File: src/logic/lpl_pkg.sv
// constants for the serial packet loader and grayscale pwm sequencer
// Operation
// select flag set: shift clock drives pwm
// output disable flag is one after reset
// 224-bit packets, msb first, six-bit command
// latch only when command equals 25h
// controller sends farthest packet first, gapless
// controller idles clock eight last periods
// idle detected: latch pulse copies 218 bits
// controller writes repeat 0, reset 1, disable 0
// timing reset at latch; no repeat without flag
// controller starts pwm 1.34us after latch
// first pwm clock lights nonzero channels
// display period is 65536 shift clocks
// controller repeats write, latch, pwm clocks
// idle interval scales, 666 ns to 2.74 ms
// long chain: 57344 clocks per write
// long chain: 8192 pwm-only clocks after latch
// pwm keeps counting while packets shift in
// long chain: controller repeats whole cycle
// packet fields: function, brightness, grayscale
// controller rewrites all packets on change
// shift register sampled on rise, feeds next
package lpl_pkg;

  // -------------------------------------------------------------------
  // packet layout
  // -------------------------------------------------------------------
  localparam int          PKT_W       = 224;
  localparam int          LATCH_W     = 218;
  localparam int          CMD_W       = 6;
  localparam logic [5:0]  WRITE_CMD   = 6'h25;
  localparam int          FC_LSB      = 213;
  localparam int          FC_W        = 5;
  localparam int          BC_LSB      = 192;
  localparam int          BC_W        = 21;
  localparam int          GS_W        = 16;
  localparam int          NUM_CH      = 12;
  // function control bit positions inside the five-bit field
  localparam int          FC_EXT_POS   = 3;
  localparam int          FC_TMG_POS   = 2;
  localparam int          FC_RPT_POS   = 1;
  localparam int          FC_BLANK_POS = 0;
  localparam logic [4:0]  FC_RESET     = 5'h01;

  // -------------------------------------------------------------------
  // timing
  // -------------------------------------------------------------------
  localparam int CLK_NS       = 20;
  localparam int IDLE_MIN_NS  = 666;
  localparam int IDLE_MAX_NS  = 2740000;
  localparam int IDLE_MIN_CYC = (IDLE_MIN_NS + CLK_NS - 1) / CLK_NS;
  localparam int IDLE_MAX_CYC = IDLE_MAX_NS / CLK_NS;
  localparam int IDLE_FACTOR  = 8;
  localparam int CNT_W        = 21;

  // -------------------------------------------------------------------
  // register map
  // -------------------------------------------------------------------
  localparam int          ADDR_W      = 8;
  localparam logic [7:0]  CTRL_OFS    = 8'h00;
  localparam logic [7:0]  STATUS_OFS  = 8'h04;
  localparam logic [7:0]  FCBC_OFS    = 8'h08;
  localparam logic [7:0]  LCNT_OFS    = 8'h0C;
  localparam logic [7:0]  GS_OFS      = 8'h10;
  localparam logic [7:0]  GS_END      = 8'h3C;
  localparam int          CTRL_KILL   = 0;
  localparam logic [1:0]  RESP_OKAY   = 2'h0;
  localparam logic [1:0]  RESP_SLVERR = 2'h2;

endpackage : lpl_pkg

File: src/logic/lpl_link_sync.sv
// shift clock synchroniser, edge finder and latch idle detector
`timescale 1ns/100ps
module lpl_link_sync #(
  parameter int MAX_CYC = lpl_pkg::IDLE_MAX_CYC
) (
  // clock and reset
  input  wire logic aclk,
  input  wire logic aresetn,
  // pins
  input  wire logic shift_clock_in,
  input  wire logic serial_data_in,
  // to the loader
  output logic      sck_rise,
  output logic      data_bit,
  output logic      latch_pulse
);

  logic [2:0]                     sck_q;
  logic [1:0]                     sdi_q;
  logic [lpl_pkg::CNT_W-1:0]      since;
  logic [lpl_pkg::CNT_W-1:0]      period;
  logic                           armed;

  // -------------------------------------------------------------------
  // two-stage synchronisers; only stage two and later are read
  // -------------------------------------------------------------------
  always_ff @(posedge aclk)
  begin
    if (!aresetn)
    begin
      sck_q <= 3'h0;
      sdi_q <= 2'h0;
    end
    else
    begin
      sck_q <= {sck_q[1:0], shift_clock_in};
      sdi_q <= {sdi_q[0], serial_data_in};
    end
  end

  assign sck_rise = sck_q[1] & ~sck_q[2];
  assign data_bit = sdi_q[1];

  // -------------------------------------------------------------------
  // idle threshold follows the last measured period
  // -------------------------------------------------------------------
  wire [lpl_pkg::CNT_W-1:0] thr_raw = {period[lpl_pkg::CNT_W-4:0], 3'h0};
  wire [lpl_pkg::CNT_W-1:0] thr_min = lpl_pkg::CNT_W'(lpl_pkg::IDLE_MIN_CYC);
  wire [lpl_pkg::CNT_W-1:0] thr_max = lpl_pkg::CNT_W'(MAX_CYC);
  wire                      big     = period > (thr_max >> 3);
  wire [lpl_pkg::CNT_W-1:0] thr     = big ? thr_max :
                                      (thr_raw < thr_min) ? thr_min :
                                      (thr_raw > thr_max) ? thr_max :
                                      thr_raw;
  wire                      sat     = since >= thr_max;
  wire                      idle    = armed & ~sck_rise & (since >= thr);

  assign latch_pulse = idle;

  always_ff @(posedge aclk)
  begin
    if (!aresetn)
    begin
      since  <= '1;
      period <= '1;
      armed  <= 1'b0;
    end
    else
    begin
      if (sck_rise)
      begin
        period <= since + lpl_pkg::CNT_W'(1);
        since  <= '0;
      end
      else if (!sat)
        since <= since + lpl_pkg::CNT_W'(1);
      if (sck_rise)
        armed <= 1'b1;
      else if (idle)
        armed <= 1'b0;
    end
  end

endmodule : lpl_link_sync

File: src/logic/lpl_pwm_seq.sv
// grayscale pwm step counter and per-channel comparators
`timescale 1ns/100ps
module lpl_pwm_seq (
  // clock and reset
  input  wire logic        aclk,
  input  wire logic        aresetn,
  // control
  input  wire logic        step_en,
  input  wire logic        restart,
  input  wire logic        repeat_en,
  input  wire logic [191:0] gs_flat,
  // state
  output logic [11:0]      ch_on,
  output logic [15:0]      step,
  output logic             active
);

  logic armed;
  wire  running  = armed | active;
  wire  last     = step == 16'hFFFF;

  always_ff @(posedge aclk)
  begin
    if (!aresetn)
    begin
      step   <= 16'h0000;
      active <= 1'b0;
      armed  <= 1'b1;
    end
    else if (restart)
    begin
      step   <= 16'h0000;
      active <= 1'b0;
      armed  <= 1'b1;
    end
    else if (step_en && running)
    begin
      step   <= step + 16'h0001;
      armed  <= 1'b0;
      active <= last ? repeat_en : 1'b1;
    end
  end

  // -------------------------------------------------------------------
  // channel i is lit for the first gs clocks of each period
  // -------------------------------------------------------------------
  // one register process for the whole vector keeps ch_on single-driven
  wire [11:0] next_ch_on;

  genvar i;
  generate
    for (i = 0; i < lpl_pkg::NUM_CH; i = i + 1)
    begin : g_ch
      wire [15:0] gs = gs_flat[i*16 +: 16];
      assign next_ch_on[i] = step < gs;
    end
  endgenerate

  always_ff @(posedge aclk)
  begin
    if (!aresetn || restart)
      ch_on <= 12'h000;
    else if (step_en && running)
      ch_on <= next_ch_on;
  end

endmodule : lpl_pwm_seq

File: src/logic/lpl_loader.sv
// serial packet loader and pwm sequencer with axi4-lite status port
//
// The placing of the registers and the AXI4-Lite register port were decided locally.
`timescale 1ns/100ps
module lpl_loader #(
  parameter int P_IDLE_MAX_CYC = lpl_pkg::IDLE_MAX_CYC
) (
  // clock and reset
  input  wire logic        aclk,
  input  wire logic        aresetn,
  // serial link
  input  wire logic        shift_clock_in,
  input  wire logic        serial_data_in,
  output logic             serial_data_out,
  // led outputs
  output logic [11:0]      led_output_channel,
  // axi4-lite write address
  input  wire logic [7:0]  s_axi_awaddr,
  input  wire logic [2:0]  s_axi_awprot,
  input  wire logic        s_axi_awvalid,
  output logic             s_axi_awready,
  // axi4-lite write data
  input  wire logic [31:0] s_axi_wdata,
  input  wire logic [3:0]  s_axi_wstrb,
  input  wire logic        s_axi_wvalid,
  output logic             s_axi_wready,
  // axi4-lite write response
  output logic [1:0]       s_axi_bresp,
  output logic             s_axi_bvalid,
  input  wire logic        s_axi_bready,
  // axi4-lite read address
  input  wire logic [7:0]  s_axi_araddr,
  input  wire logic [2:0]  s_axi_arprot,
  input  wire logic        s_axi_arvalid,
  output logic             s_axi_arready,
  // axi4-lite read data
  output logic [31:0]      s_axi_rdata,
  output logic [1:0]       s_axi_rresp,
  output logic             s_axi_rvalid,
  input  wire logic        s_axi_rready
);

  // -------------------------------------------------------------------
  // link front end
  // -------------------------------------------------------------------
  logic                            sck_rise;
  logic                            data_bit;
  logic                            latch_pulse;
  logic [lpl_pkg::PKT_W-1:0]       shreg;
  logic [lpl_pkg::LATCH_W-1:0]     latch;
  logic [15:0]                     ok_cnt;
  logic [15:0]                     bad_cnt;
  logic                            kill;

  lpl_link_sync #(
    .MAX_CYC        (P_IDLE_MAX_CYC)
  ) u_sync (
    .aclk           (aclk),
    .aresetn        (aresetn),
    .shift_clock_in (shift_clock_in),
    .serial_data_in (serial_data_in),
    .sck_rise       (sck_rise),
    .data_bit       (data_bit),
    .latch_pulse    (latch_pulse)
  );

  // -------------------------------------------------------------------
  // shift register, oldest bit leaves first toward the next device
  // -------------------------------------------------------------------
  always_ff @(posedge aclk)
  begin
    if (!aresetn)
      shreg <= '0;
    else if (sck_rise)
      shreg <= {shreg[lpl_pkg::PKT_W-2:0], data_bit};
  end

  always_ff @(posedge aclk)
  begin
    if (!aresetn)
      serial_data_out <= 1'b0;
    else
      serial_data_out <= shreg[lpl_pkg::PKT_W-1];
  end

  // -------------------------------------------------------------------
  // data latch
  // -------------------------------------------------------------------
  wire [5:0] cmd    = shreg[lpl_pkg::PKT_W-1 -: lpl_pkg::CMD_W];
  wire       cmd_ok = cmd == lpl_pkg::WRITE_CMD;
  wire       take   = latch_pulse & cmd_ok;

  always_ff @(posedge aclk)
  begin
    if (!aresetn)
      latch <= {lpl_pkg::FC_RESET, {(lpl_pkg::LATCH_W-5){1'b0}}};
    else if (take)
      latch <= shreg[lpl_pkg::LATCH_W-1:0];
  end

  always_ff @(posedge aclk)
  begin
    if (!aresetn)
    begin
      ok_cnt  <= 16'h0000;
      bad_cnt <= 16'h0000;
    end
    else if (latch_pulse)
    begin
      if (cmd_ok)
        ok_cnt <= ok_cnt + 16'h0001;
      else
        bad_cnt <= bad_cnt + 16'h0001;
    end
  end

  // -------------------------------------------------------------------
  // field decode
  // -------------------------------------------------------------------
  wire [4:0]   fc      = latch[lpl_pkg::FC_LSB +: lpl_pkg::FC_W];
  wire [20:0]  bc      = latch[lpl_pkg::BC_LSB +: lpl_pkg::BC_W];
  wire [191:0] gs_flat = latch[191:0];
  wire         ext_gs_clock_select = fc[lpl_pkg::FC_EXT_POS];
  wire         timing_reset_flag   = fc[lpl_pkg::FC_TMG_POS];
  wire         display_repeat_flag = fc[lpl_pkg::FC_RPT_POS];
  wire         blank               = fc[lpl_pkg::FC_BLANK_POS];
  // the reset applies with the flags of the packet just latched
  wire         new_tmg = shreg[lpl_pkg::FC_LSB + lpl_pkg::FC_TMG_POS];
  wire         restart = take & new_tmg;

  // -------------------------------------------------------------------
  // pwm sequencer
  // -------------------------------------------------------------------
  logic [11:0] ch_on;
  logic [15:0] step;
  logic        active;
  wire         step_en = sck_rise & ext_gs_clock_select;

  lpl_pwm_seq u_pwm (
    .aclk      (aclk),
    .aresetn   (aresetn),
    .step_en   (step_en),
    .restart   (restart),
    .repeat_en (display_repeat_flag),
    .gs_flat   (gs_flat),
    .ch_on     (ch_on),
    .step      (step),
    .active    (active)
  );

  // outputs stay dark while the disable flag or the software kill is set
  always_ff @(posedge aclk)
  begin
    if (!aresetn)
      led_output_channel <= 12'h000;
    else
      led_output_channel <= (blank | kill) ? 12'h000 : ch_on;
  end

  // -------------------------------------------------------------------
  // axi4-lite write channel
  // -------------------------------------------------------------------
  logic        aw_held;
  logic        w_held;
  logic [7:0]  aw_addr;
  logic [31:0] w_data;
  logic [3:0]  w_strb;

  assign s_axi_awready = ~aw_held & ~s_axi_bvalid;
  assign s_axi_wready  = ~w_held & ~s_axi_bvalid;

  wire aw_fire  = s_axi_awvalid & s_axi_awready;
  wire w_fire   = s_axi_wvalid & s_axi_wready;
  wire do_write = aw_held & w_held & ~s_axi_bvalid;
  wire wr_ctrl  = aw_addr == lpl_pkg::CTRL_OFS;
  wire wr_known = wr_ctrl | (aw_addr == lpl_pkg::STATUS_OFS) |
                  (aw_addr == lpl_pkg::FCBC_OFS) |
                  (aw_addr == lpl_pkg::LCNT_OFS) |
                  ((aw_addr >= lpl_pkg::GS_OFS) &&
                   (aw_addr <= lpl_pkg::GS_END) && (aw_addr[1:0] == 2'h0));

  always_ff @(posedge aclk)
  begin
    if (!aresetn)
    begin
      aw_held      <= 1'b0;
      w_held       <= 1'b0;
      aw_addr      <= 8'h00;
      w_data       <= 32'h0000_0000;
      w_strb       <= 4'h0;
      s_axi_bvalid <= 1'b0;
      s_axi_bresp  <= lpl_pkg::RESP_OKAY;
    end
    else
    begin
      if (aw_fire)
      begin
        aw_held <= 1'b1;
        aw_addr <= s_axi_awaddr;
      end
      if (w_fire)
      begin
        w_held <= 1'b1;
        w_data <= s_axi_wdata;
        w_strb <= s_axi_wstrb;
      end
      if (do_write)
      begin
        aw_held      <= 1'b0;
        w_held       <= 1'b0;
        s_axi_bvalid <= 1'b1;
        s_axi_bresp  <= wr_known ? lpl_pkg::RESP_OKAY : lpl_pkg::RESP_SLVERR;
      end
      else if (s_axi_bready)
        s_axi_bvalid <= 1'b0;
    end
  end

  always_ff @(posedge aclk)
  begin
    if (!aresetn)
      kill <= 1'b0;
    else if (do_write && wr_ctrl && w_strb[0])
      kill <= w_data[lpl_pkg::CTRL_KILL];
  end

  // -------------------------------------------------------------------
  // axi4-lite read channel
  // -------------------------------------------------------------------
  assign s_axi_arready = ~s_axi_rvalid;

  wire        ar_fire = s_axi_arvalid & s_axi_arready;
  wire [7:0]  ra      = s_axi_araddr;
  wire        ra_gs   = (ra >= lpl_pkg::GS_OFS) && (ra <= lpl_pkg::GS_END) &&
                        (ra[1:0] == 2'h0);
  wire [3:0]  gs_idx  = 4'(ra[5:2] - 4'h4);
  wire [15:0] gs_word = gs_flat[gs_idx*16 +: 16];
  wire [31:0] st_word = {13'h0000, ext_gs_clock_select, blank,
                         active, step};
  wire [31:0] fb_word = {6'h00, bc, fc};
  wire [31:0] rd_mux  = (ra == lpl_pkg::CTRL_OFS)   ? {31'h0, kill} :
                        (ra == lpl_pkg::STATUS_OFS) ? st_word :
                        (ra == lpl_pkg::FCBC_OFS)   ? fb_word :
                        (ra == lpl_pkg::LCNT_OFS)   ? {bad_cnt, ok_cnt} :
                        ra_gs                       ? {16'h0000, gs_word} :
                                                      32'h0000_0000;
  wire        ra_ok   = (ra == lpl_pkg::CTRL_OFS) |
                        (ra == lpl_pkg::STATUS_OFS) |
                        (ra == lpl_pkg::FCBC_OFS) |
                        (ra == lpl_pkg::LCNT_OFS) | ra_gs;

  always_ff @(posedge aclk)
  begin
    if (!aresetn)
    begin
      s_axi_rvalid <= 1'b0;
      s_axi_rdata  <= 32'h0000_0000;
      s_axi_rresp  <= lpl_pkg::RESP_OKAY;
    end
    else if (ar_fire)
    begin
      s_axi_rvalid <= 1'b1;
      s_axi_rdata  <= rd_mux;
      s_axi_rresp  <= ra_ok ? lpl_pkg::RESP_OKAY : lpl_pkg::RESP_SLVERR;
    end
    else if (s_axi_rready)
      s_axi_rvalid <= 1'b0;
  end

endmodule : lpl_loader

File: config.mk
export PLATFORM = sky130hd
export DESIGN_NAME = lpl_loader
export DESIGN_NICKNAME = d
export VERILOG_FILES = /design/src/logic/lpl_pkg.sv /design/src/logic/lpl_link_sync.sv /design/src/logic/lpl_pwm_seq.sv /design/src/logic/lpl_loader.sv
export SDC_FILE = /design/constraint.sdc
export NUM_CORES = 2
export LEC_CHECK = 0
export ABC_AREA = 1
export BUFFER_PORTS_ARGS = -buffer_cell sky130_fd_sc_hd__buf_2
export CAP_MARGIN = 10
export CORE_UTILIZATION = 60
export DETAILED_ROUTE_END_ITERATION = 8
export PLACE_DENSITY = 0.78
export SYNTH_ARGS = -nofsm -noshare
export SYNTH_HDL_FRONTEND = slang
export SYNTH_SLANG_ARGS = --single-unit
File: constraint.sdc
create_clock -name aclk -period 4.1 [get_ports aclk]
set_clock_uncertainty 0.2 [all_clocks]
set_input_delay 0.615 -clock aclk [delete_from_list [all_inputs] [get_ports aclk]]
set_output_delay 0.615 -clock aclk [all_outputs]
set_load 0.02 [all_outputs]
# Yosys cells after proc, flatten, opt, wreduce, memory -nomap -nowiden
# Cells that the tools add are included.
# W data, S select, Z words.
dict set report classes {
  n_shift 1
  muxes 19
  n_eq_ne 9
  order_cmp 21
  add_sub_neg 5
  reduce_logical 21
  n_bitwise 31
}
# op n
set ops {}
lappend ops {{$lt A16 B16 Y1} 12}
lappend ops {{$shiftx A192 B9 Y16} 1}
lappend ops {{$mux W32} 4}
lappend ops {{$mux W21} 5}
lappend ops {{$add A16 B1 Y16 const B} 3}
lappend ops {{$eq A8 B4 Y1 const B} 4}
lappend ops {{$add A21 B1 Y21 const B} 1}
lappend ops {{$ge A21 B18 Y1 const B} 1}
lappend ops {{$ge A21 B21 Y1} 1}
lappend ops {{$gt A21 B15 Y1 const B} 1}
lappend ops {{$gt A21 B18 Y1 const B} 1}
lappend ops {{$lt A21 B6 Y1 const B} 1}
lappend ops {{$eq A16 B16 Y1 const B} 1}
lappend ops {{$eq A8 B3 Y1 const B} 2}
lappend ops {{$ge A8 B5 Y1 const B} 2}
lappend ops {{$le A8 B6 Y1 const B} 2}
lappend ops {{$logic_not A8 Y1} 2}
lappend ops {{$mux W16} 1}
lappend ops {{$and A1 B1 Y1} 13}
lappend ops {{$or A1 B1 Y1} 10}
lappend ops {{$not A1 Y1} 8}
lappend ops {{$logic_and A1 B1 Y1} 7}
lappend ops {{$mux W1} 7}
lappend ops {{$eq A6 B6 Y1 const B} 1}
lappend ops {{other kinds (9)} 16}
dict set report word_totals {
  output_inout_bits 54
  reg_bits 616
  in_bits 67
  word_cells 133
}

# Logic depth before layout (Yosys ltp)
dict set report logic_depth {
  word_depth 9
  depth_mapped 23
  mapped_depth_nobuf 21
}

# Modules after synthesis
# A second synthesis with hierarchy kept.
dict set report hier_totals {
  hier_cells 4286
  area_unflattened_um2 29916.2
}
# mod seq_area_each_um2 area_each_um2 cells_per_inst instances
set modules_own_cells {}
lappend modules_own_cells {lpl_loader 10730.3 20943.8 2900 1}
lappend modules_own_cells {lpl_pwm_seq 600.6 6052.1 962 1}
lappend modules_own_cells {lpl_link_sync 960.9 2920.3 424 1}

# Least setup slack after synthesis
# No wires, ideal clock.
dict set report synth_path {
  path_type {reg-to-reg}
  startpoint {register u_sync.period[0] (netlist bit)}
  endpoint {register u_pwm.step[1]}
  path_stages_with_launch 21
  path_slack_ns 1.043
  t_arrival_ns 2.740
  required_time_ns 3.783
  synth_period_minus_slack_ns 3.057
  path_buffers 2
  setup_ns 0.117
  path_cell_list {dfxtp_1 o21ai_0 nand2_1 a31oi_1 nor2_1 o21ai_0 nand2_1 inv_1 nand3_1 ha_1 nand2_1 nor2_1 nand2_1 nor2_1 nand2_1 nand4_2 nand4_1 nand2_1 buf_4 buf_2 nor2_1}
}
dict set report synth_between {
  elab_chain_len 9
  word_cells_on_any_way 11
  cone_classes {order compare (4); mux (3); bitwise (3); reduce/logical (1)}
}
# item line
set synth_rtl {}
lappend synth_rtl {{start: declaration} lpl_link_sync.sv:21} ;# logic [lpl_pkg::CNT_W-1:0] period;
lappend synth_rtl {{start signal: assignment} lpl_link_sync.sv:72} ;# period <= since + lpl_pkg::CNT_W'(1);
lappend synth_rtl {{$gt A21 B18 Y1} lpl_link_sync.sv:53} ;# (thr_raw > thr_max) ? thr_max :
lappend synth_rtl {{$mux W21} lpl_link_sync.sv:53}
lappend synth_rtl {{$mux W21} lpl_link_sync.sv:52} ;# (thr_raw < thr_min) ? thr_min :
lappend synth_rtl {{$mux W21 (*)} lpl_link_sync.sv:51} ;# wire [lpl_pkg::CNT_W-1:0] thr = big ? thr_max :
lappend synth_rtl {{$ge A21 B21 Y1 (*)} lpl_link_sync.sv:56} ;# wire idle = armed & ~sck_rise & (since >= thr);
lappend synth_rtl {{$and A1 B1 Y1 (*)} lpl_link_sync.sv:56}
lappend synth_rtl {{$and A1 B1 Y1 (*)} lpl_loader.sv:91} ;# wire take = latch_pulse & cmd_ok;
lappend synth_rtl {{$and A1 B1 Y1 (*)} lpl_loader.sv:129} ;# wire restart = take & new_tmg;
lappend synth_rtl {{$reduce_or A2 Y1 (no source line) (*)} n/a}
lappend synth_rtl {{end signal: assignment} lpl_pwm_seq.sv:38} ;# step <= step + 16'h0001;
lappend synth_rtl {{end: declaration} lpl_pwm_seq.sv:14} ;# output logic [15:0] step,
# Every way passes the cells marked *; elsewhere a longest branch is shown, timed or not.
# A chain may end at the register's enable or synchronous reset.

# Worst setup path after layout
dict set report layout_path {
  startpoint {register u_sync.period[16] (netlist bit)}
  endpoint {register u_pwm.ch_on[10]}
}
dict set report layout_between {
  elab_chain_len 9
  word_cells_on_any_way 11
  cone_classes {order compare (4); mux (3); bitwise (3); reduce/logical (1)}
}
# item line
set layout_rtl {}
lappend layout_rtl {{$gt A21 B18 Y1} lpl_link_sync.sv:53}
lappend layout_rtl {{$mux W21} lpl_link_sync.sv:53}
lappend layout_rtl {{$mux W21} lpl_link_sync.sv:52}
lappend layout_rtl {{$mux W21 (*)} lpl_link_sync.sv:51}
lappend layout_rtl {{$ge A21 B21 Y1 (*)} lpl_link_sync.sv:56}
lappend layout_rtl {{$and A1 B1 Y1 (*)} lpl_link_sync.sv:56}
lappend layout_rtl {{$and A1 B1 Y1 (*)} lpl_loader.sv:91}
lappend layout_rtl {{$and A1 B1 Y1 (*)} lpl_loader.sv:129}
lappend layout_rtl {{$logic_or A1 B1 Y1 (*)} lpl_pwm_seq.sv:61} ;# if (!aresetn || restart)
lappend layout_rtl {{end signal: assignment} lpl_pwm_seq.sv:64} ;# ch_on <= next_ch_on;
lappend layout_rtl {{end: declaration} lpl_pwm_seq.sv:13} ;# output logic [11:0] ch_on,
# Marks and branches as above.

==> results.toml <==
[clocking]
cts_root_buf = "clkbuf_16"
clkTransAtPathRegs_ps = 60
numCtsBuffers = 67
clock_latency_ps = 600
post_cts_buffers = 0
cts_tree = "built"
cts_buffer_depth = 3
h-tree-depth = 3
cts_sinks = 614

[floorplanning]
core_area_um2 = 50200
fp.dieW_um = 228
die_area_um2 = 51800
io_pins = 121
fp-row-count = 82
initial_core_util = 0.608
die_h_um = 228

[critical_path]
r2r-end = "u_pwm.ch_on[10]$_SDFFE_PP0P_"
path_max_fanout = 45
crit_path_cell_trace = "nor2_1 -> inv_1 -> nor2_1 -> o21ai_0 -> o21ai_1 -> nand2_1 -> inv_1 -> nand3_1 -> ha_1 -> nand2_1 -> nor2_1 -> nand2_1 -> nor2_1 -> nand2_1 -> nand4_2 -> buf_12 -> nand4_1 -> nand2_1 -> buf_12 -> nor2_1"
cp_slowest_stage_delay_ps = 310
r2r_cells = 20
arrival_ps = 3980
r2r_start = "u_sync.period[16]$_SDFFE_PN1P_"
cpLargestDelayFamily = "simple AND/OR/NAND/NOR gates"
criticalPathCategory = "flop to flop"
ff2ff_setup_slack_ps = 400
cp_num_buf_inv = 4
cp-start-kind = "flop"
slowest_stage = "dfxtp_1"
end_kind = "flop"
worst_ep_required_time_ps = 4380

[synth]
synth_area_per_cell_um2 = 6.89
syn-instance-count = 4428
synth_flop_cell = "dfxtp_1"
ys_warn_count = 0
yosysSeqAreaShare = 0.403
synth_seq_cells = 614
netlist_area_um2 = 30500
ys_types = 38
synth_edf_count = 0
async_reset_ff_frac = 0

[sta]
hold_viol = 0
tightestPinTransition_ps = 1240
finalSetupViolCount = 0
fin_crit_sh = 0.903
min_period_ps = 3700
clock.fmax_mhz = 270
drv_slew = 0
maxSlewHeadroom = 0.171
rsz0062_at_grt = "no"
finalSetupTns_ps = 0

[grt]
grt_pass1_wl_um = 129000
grt_start_max_net_pins = 223
overflow = 0
antenna_found_initial = 1
grt_use_total = 0.311
grt_pass1_vias = 25300

[worst_hold_path]
hp-class = "primary input to flop"
hold_start = "s_axi_awaddr[4]"
min_delay_worst_endpoint = "aw_addr[4]$_SDFFE_PN0P_"
min_path_cells = 3

[power]
ir_worst_vdd_uv = 326
power_density_nw_per_um2 = 390
p_leak_nw = 16.2

[routing]
vias_per_cell = 5.48
wirelength_um = 81000
drc = 0
vias = 28000
wl_per_cell_um = 15.8
ant_nets = 0
dr.pass1.iters = 6
drt-initial-drc-count = 2513

[cells_and_area]
drive_gt1_frac = 0.0542
final_cell_count_no_fill = 5120
seq_area_um2 = 12300
n_fill_cell = 4421
diodes = 0
area_growth_pct = 9.80
finalNetCount = 4677
multi_input_area_um2 = 15300

[placed_design]
dpl.hpwl_um = 53500
place_congestion = 0.939
dp.cells = 5005
io_buffer_count = 78

[job]
cap_viol_max_count = 0

[outcome]
status = "complete, no violations"
[worst min-delay path, stage by stage]
cell and delay [ps]:
buf_2 80, o21ai_0 70, nor2_1 80
[routing by layer]
layer,vias up,wire length (um),track usage
li1,14100,-,-
met1,12900,35800,0.412
met2,890,36300,0.503
met3,199,5720,0.0551
met4,2,3150,0.124
met5,-,12,0
[per-stage QoR]
stage | setup WS, ps | util | power (mW) | hold WS, ps | area, um^2
floorplan | 1040 | - | 6.88 | 190 | 30500
global placement | 444 | 0.624 | 7.11 | 200 | 31300
detailed placement | 343 | 0.624 | 7.13 | 204 | 31300
CTS | 323 | 0.668 | 13.1 | 70.0 | 33500
global route | 13.2 | 0.668 | 13.5 | 101 | 33500
finish | 398 | 0.668 | 13.1 | 84.6 | 33500
[layout by cell type, fill, tap and decap left out, types with 2 or more instances in the layout]
master / instances
a21oi_1: 450
nor2_2: 3
nor3_4: 3
o22ai_1: 19
conb_1: 5
o21ai_0: 303
buf_12: 16
clkbuf_16: 69
buf_4: 34
inv_6: 3
clkbuf_8: 13
nand3_1: 120
inv_2: 5
nor4_1: 6
dfxtp_1: 614
buf_2: 77
ha_1: 206
xor2_1: 48
nand4_1: 75
o31a_1: 12
clkinvlp_4: 2
nand2_1: 969
o211ai_1: 7
clkinv_2: 4
inv_1: 494
bufinv_16: 5
nand3b_1: 4
dlygate4sd3_1: 2
nor2_1: 778
clkbuf_1: 17
xnor2_1: 10
nor3_1: 59
[flip-flops by register name, summed over array words and instances (netlist names), 2 cells and up]
name	cells
u_pwm.step	16
u_sync.sck_q	3
aw_addr	8
ok_cnt	16
latch	218
s_axi_rdata	32
u_pwm.ch_on	12
u_sync.period	21
u_sync.sdi_q	2
u_sync.since	21
bad_cnt	16
led_output_channel	12
shreg	224
[worst max-delay path by stage]
stage | from | to | depth (start not counted)
after floorplan | u_sync.period[0]$_SDFFE_PN1P_ | u_pwm.step[1]$_SDFFE_PP0P_ | 20
final | u_sync.period[16]$_SDFFE_PN1P_ | u_pwm.ch_on[10]$_SDFFE_PP0P_ | 20
after global routing | u_sync.period[16]$_SDFFE_PN1P_ | u_pwm.step[12]$_SDFFE_PP0P_ | 20
after global placement | u_sync.period[16]$_SDFFE_PN1P_ | u_pwm.ch_on[10]$_SDFFE_PP0P_ | 20
after detailed placement | u_sync.period[16]$_SDFFE_PN1P_ | u_pwm.ch_on[6]$_SDFFE_PP0P_ | 20
after CTS | u_sync.period[16]$_SDFFE_PN1P_ | u_pwm.ch_on[10]$_SDFFE_PP0P_ | 20
[cells by family (layout without fill, tap and decap cells)]
logic type                 after synthesis  in the layout  share of synthesized area
muxes                                    1              1                   0.000328
xor gates and xnor gates                58             58                     0.0166
AOI/OAI and AO/OA                      797            797                      0.134
buffers and inverters                  727            744                     0.0965
DFF                                    614            614                      0.403
other                                    2              5                   0.000246
adders and majority gates              206            206                     0.0844
and+or+nand+nor                       2023           2023                      0.265
[synth_stat cells, types with 2 or more instances]
cell      count  area [um^2]
nand3b_1      4         30.0
buf_1        11         41.3
o31a_1       12          105
a21oi_1     450         2250
nor2_2        4         25.0
nand4_1      75          469
conb_1        2         7.51
o21ai_0     304         1520
nand3_1     120          601
nand2_1     970         3640
nor3_2        2         20.0
buf_2        33          165
buf_6        19          214
o211ai_1      7         52.6
nor2_1      778         2920
clkbuf_1    154          578
o22ai_1      19          119
xnor2_1      10         87.6
inv_1       494         1850
nor4_1        6         37.5
ha_1        206         2580
xor2_1       48          420
nor3_1       59          295
inv_2         6         22.5
dfxtp_1     614        12300
buf_4         9         67.6
[area by class of cell]
| type | instances | area share |
|---|---|---|
| clock buffers | 99 | 0.0588 |
| well taps | 672 | 0.0251 |
| flip-flops and latches | 614 | 0.367 |
| inverters | 501 | 0.0563 |
| repair buffers | 130 | 0.0297 |
| multi-input cells | 3090 | 0.457 |
| clock inverters | 14 | 0.00631 |
[repair_timing]
action	CTS	global route
hold buffers	2	0
setup endpoints to repair	0	29
endpoints found under the hold margin	2	0
resized for setup	0	1
[power breakdown]
| group | switching (mW) | internal, mW |
|---|---|---|
| combinational | 0.564 | 0.226 |
| clock | 2.43 | 3.63 |
| sequential | 0.112 | 6.12 |
No activity file was read; power rests on OpenSTA's default activity.
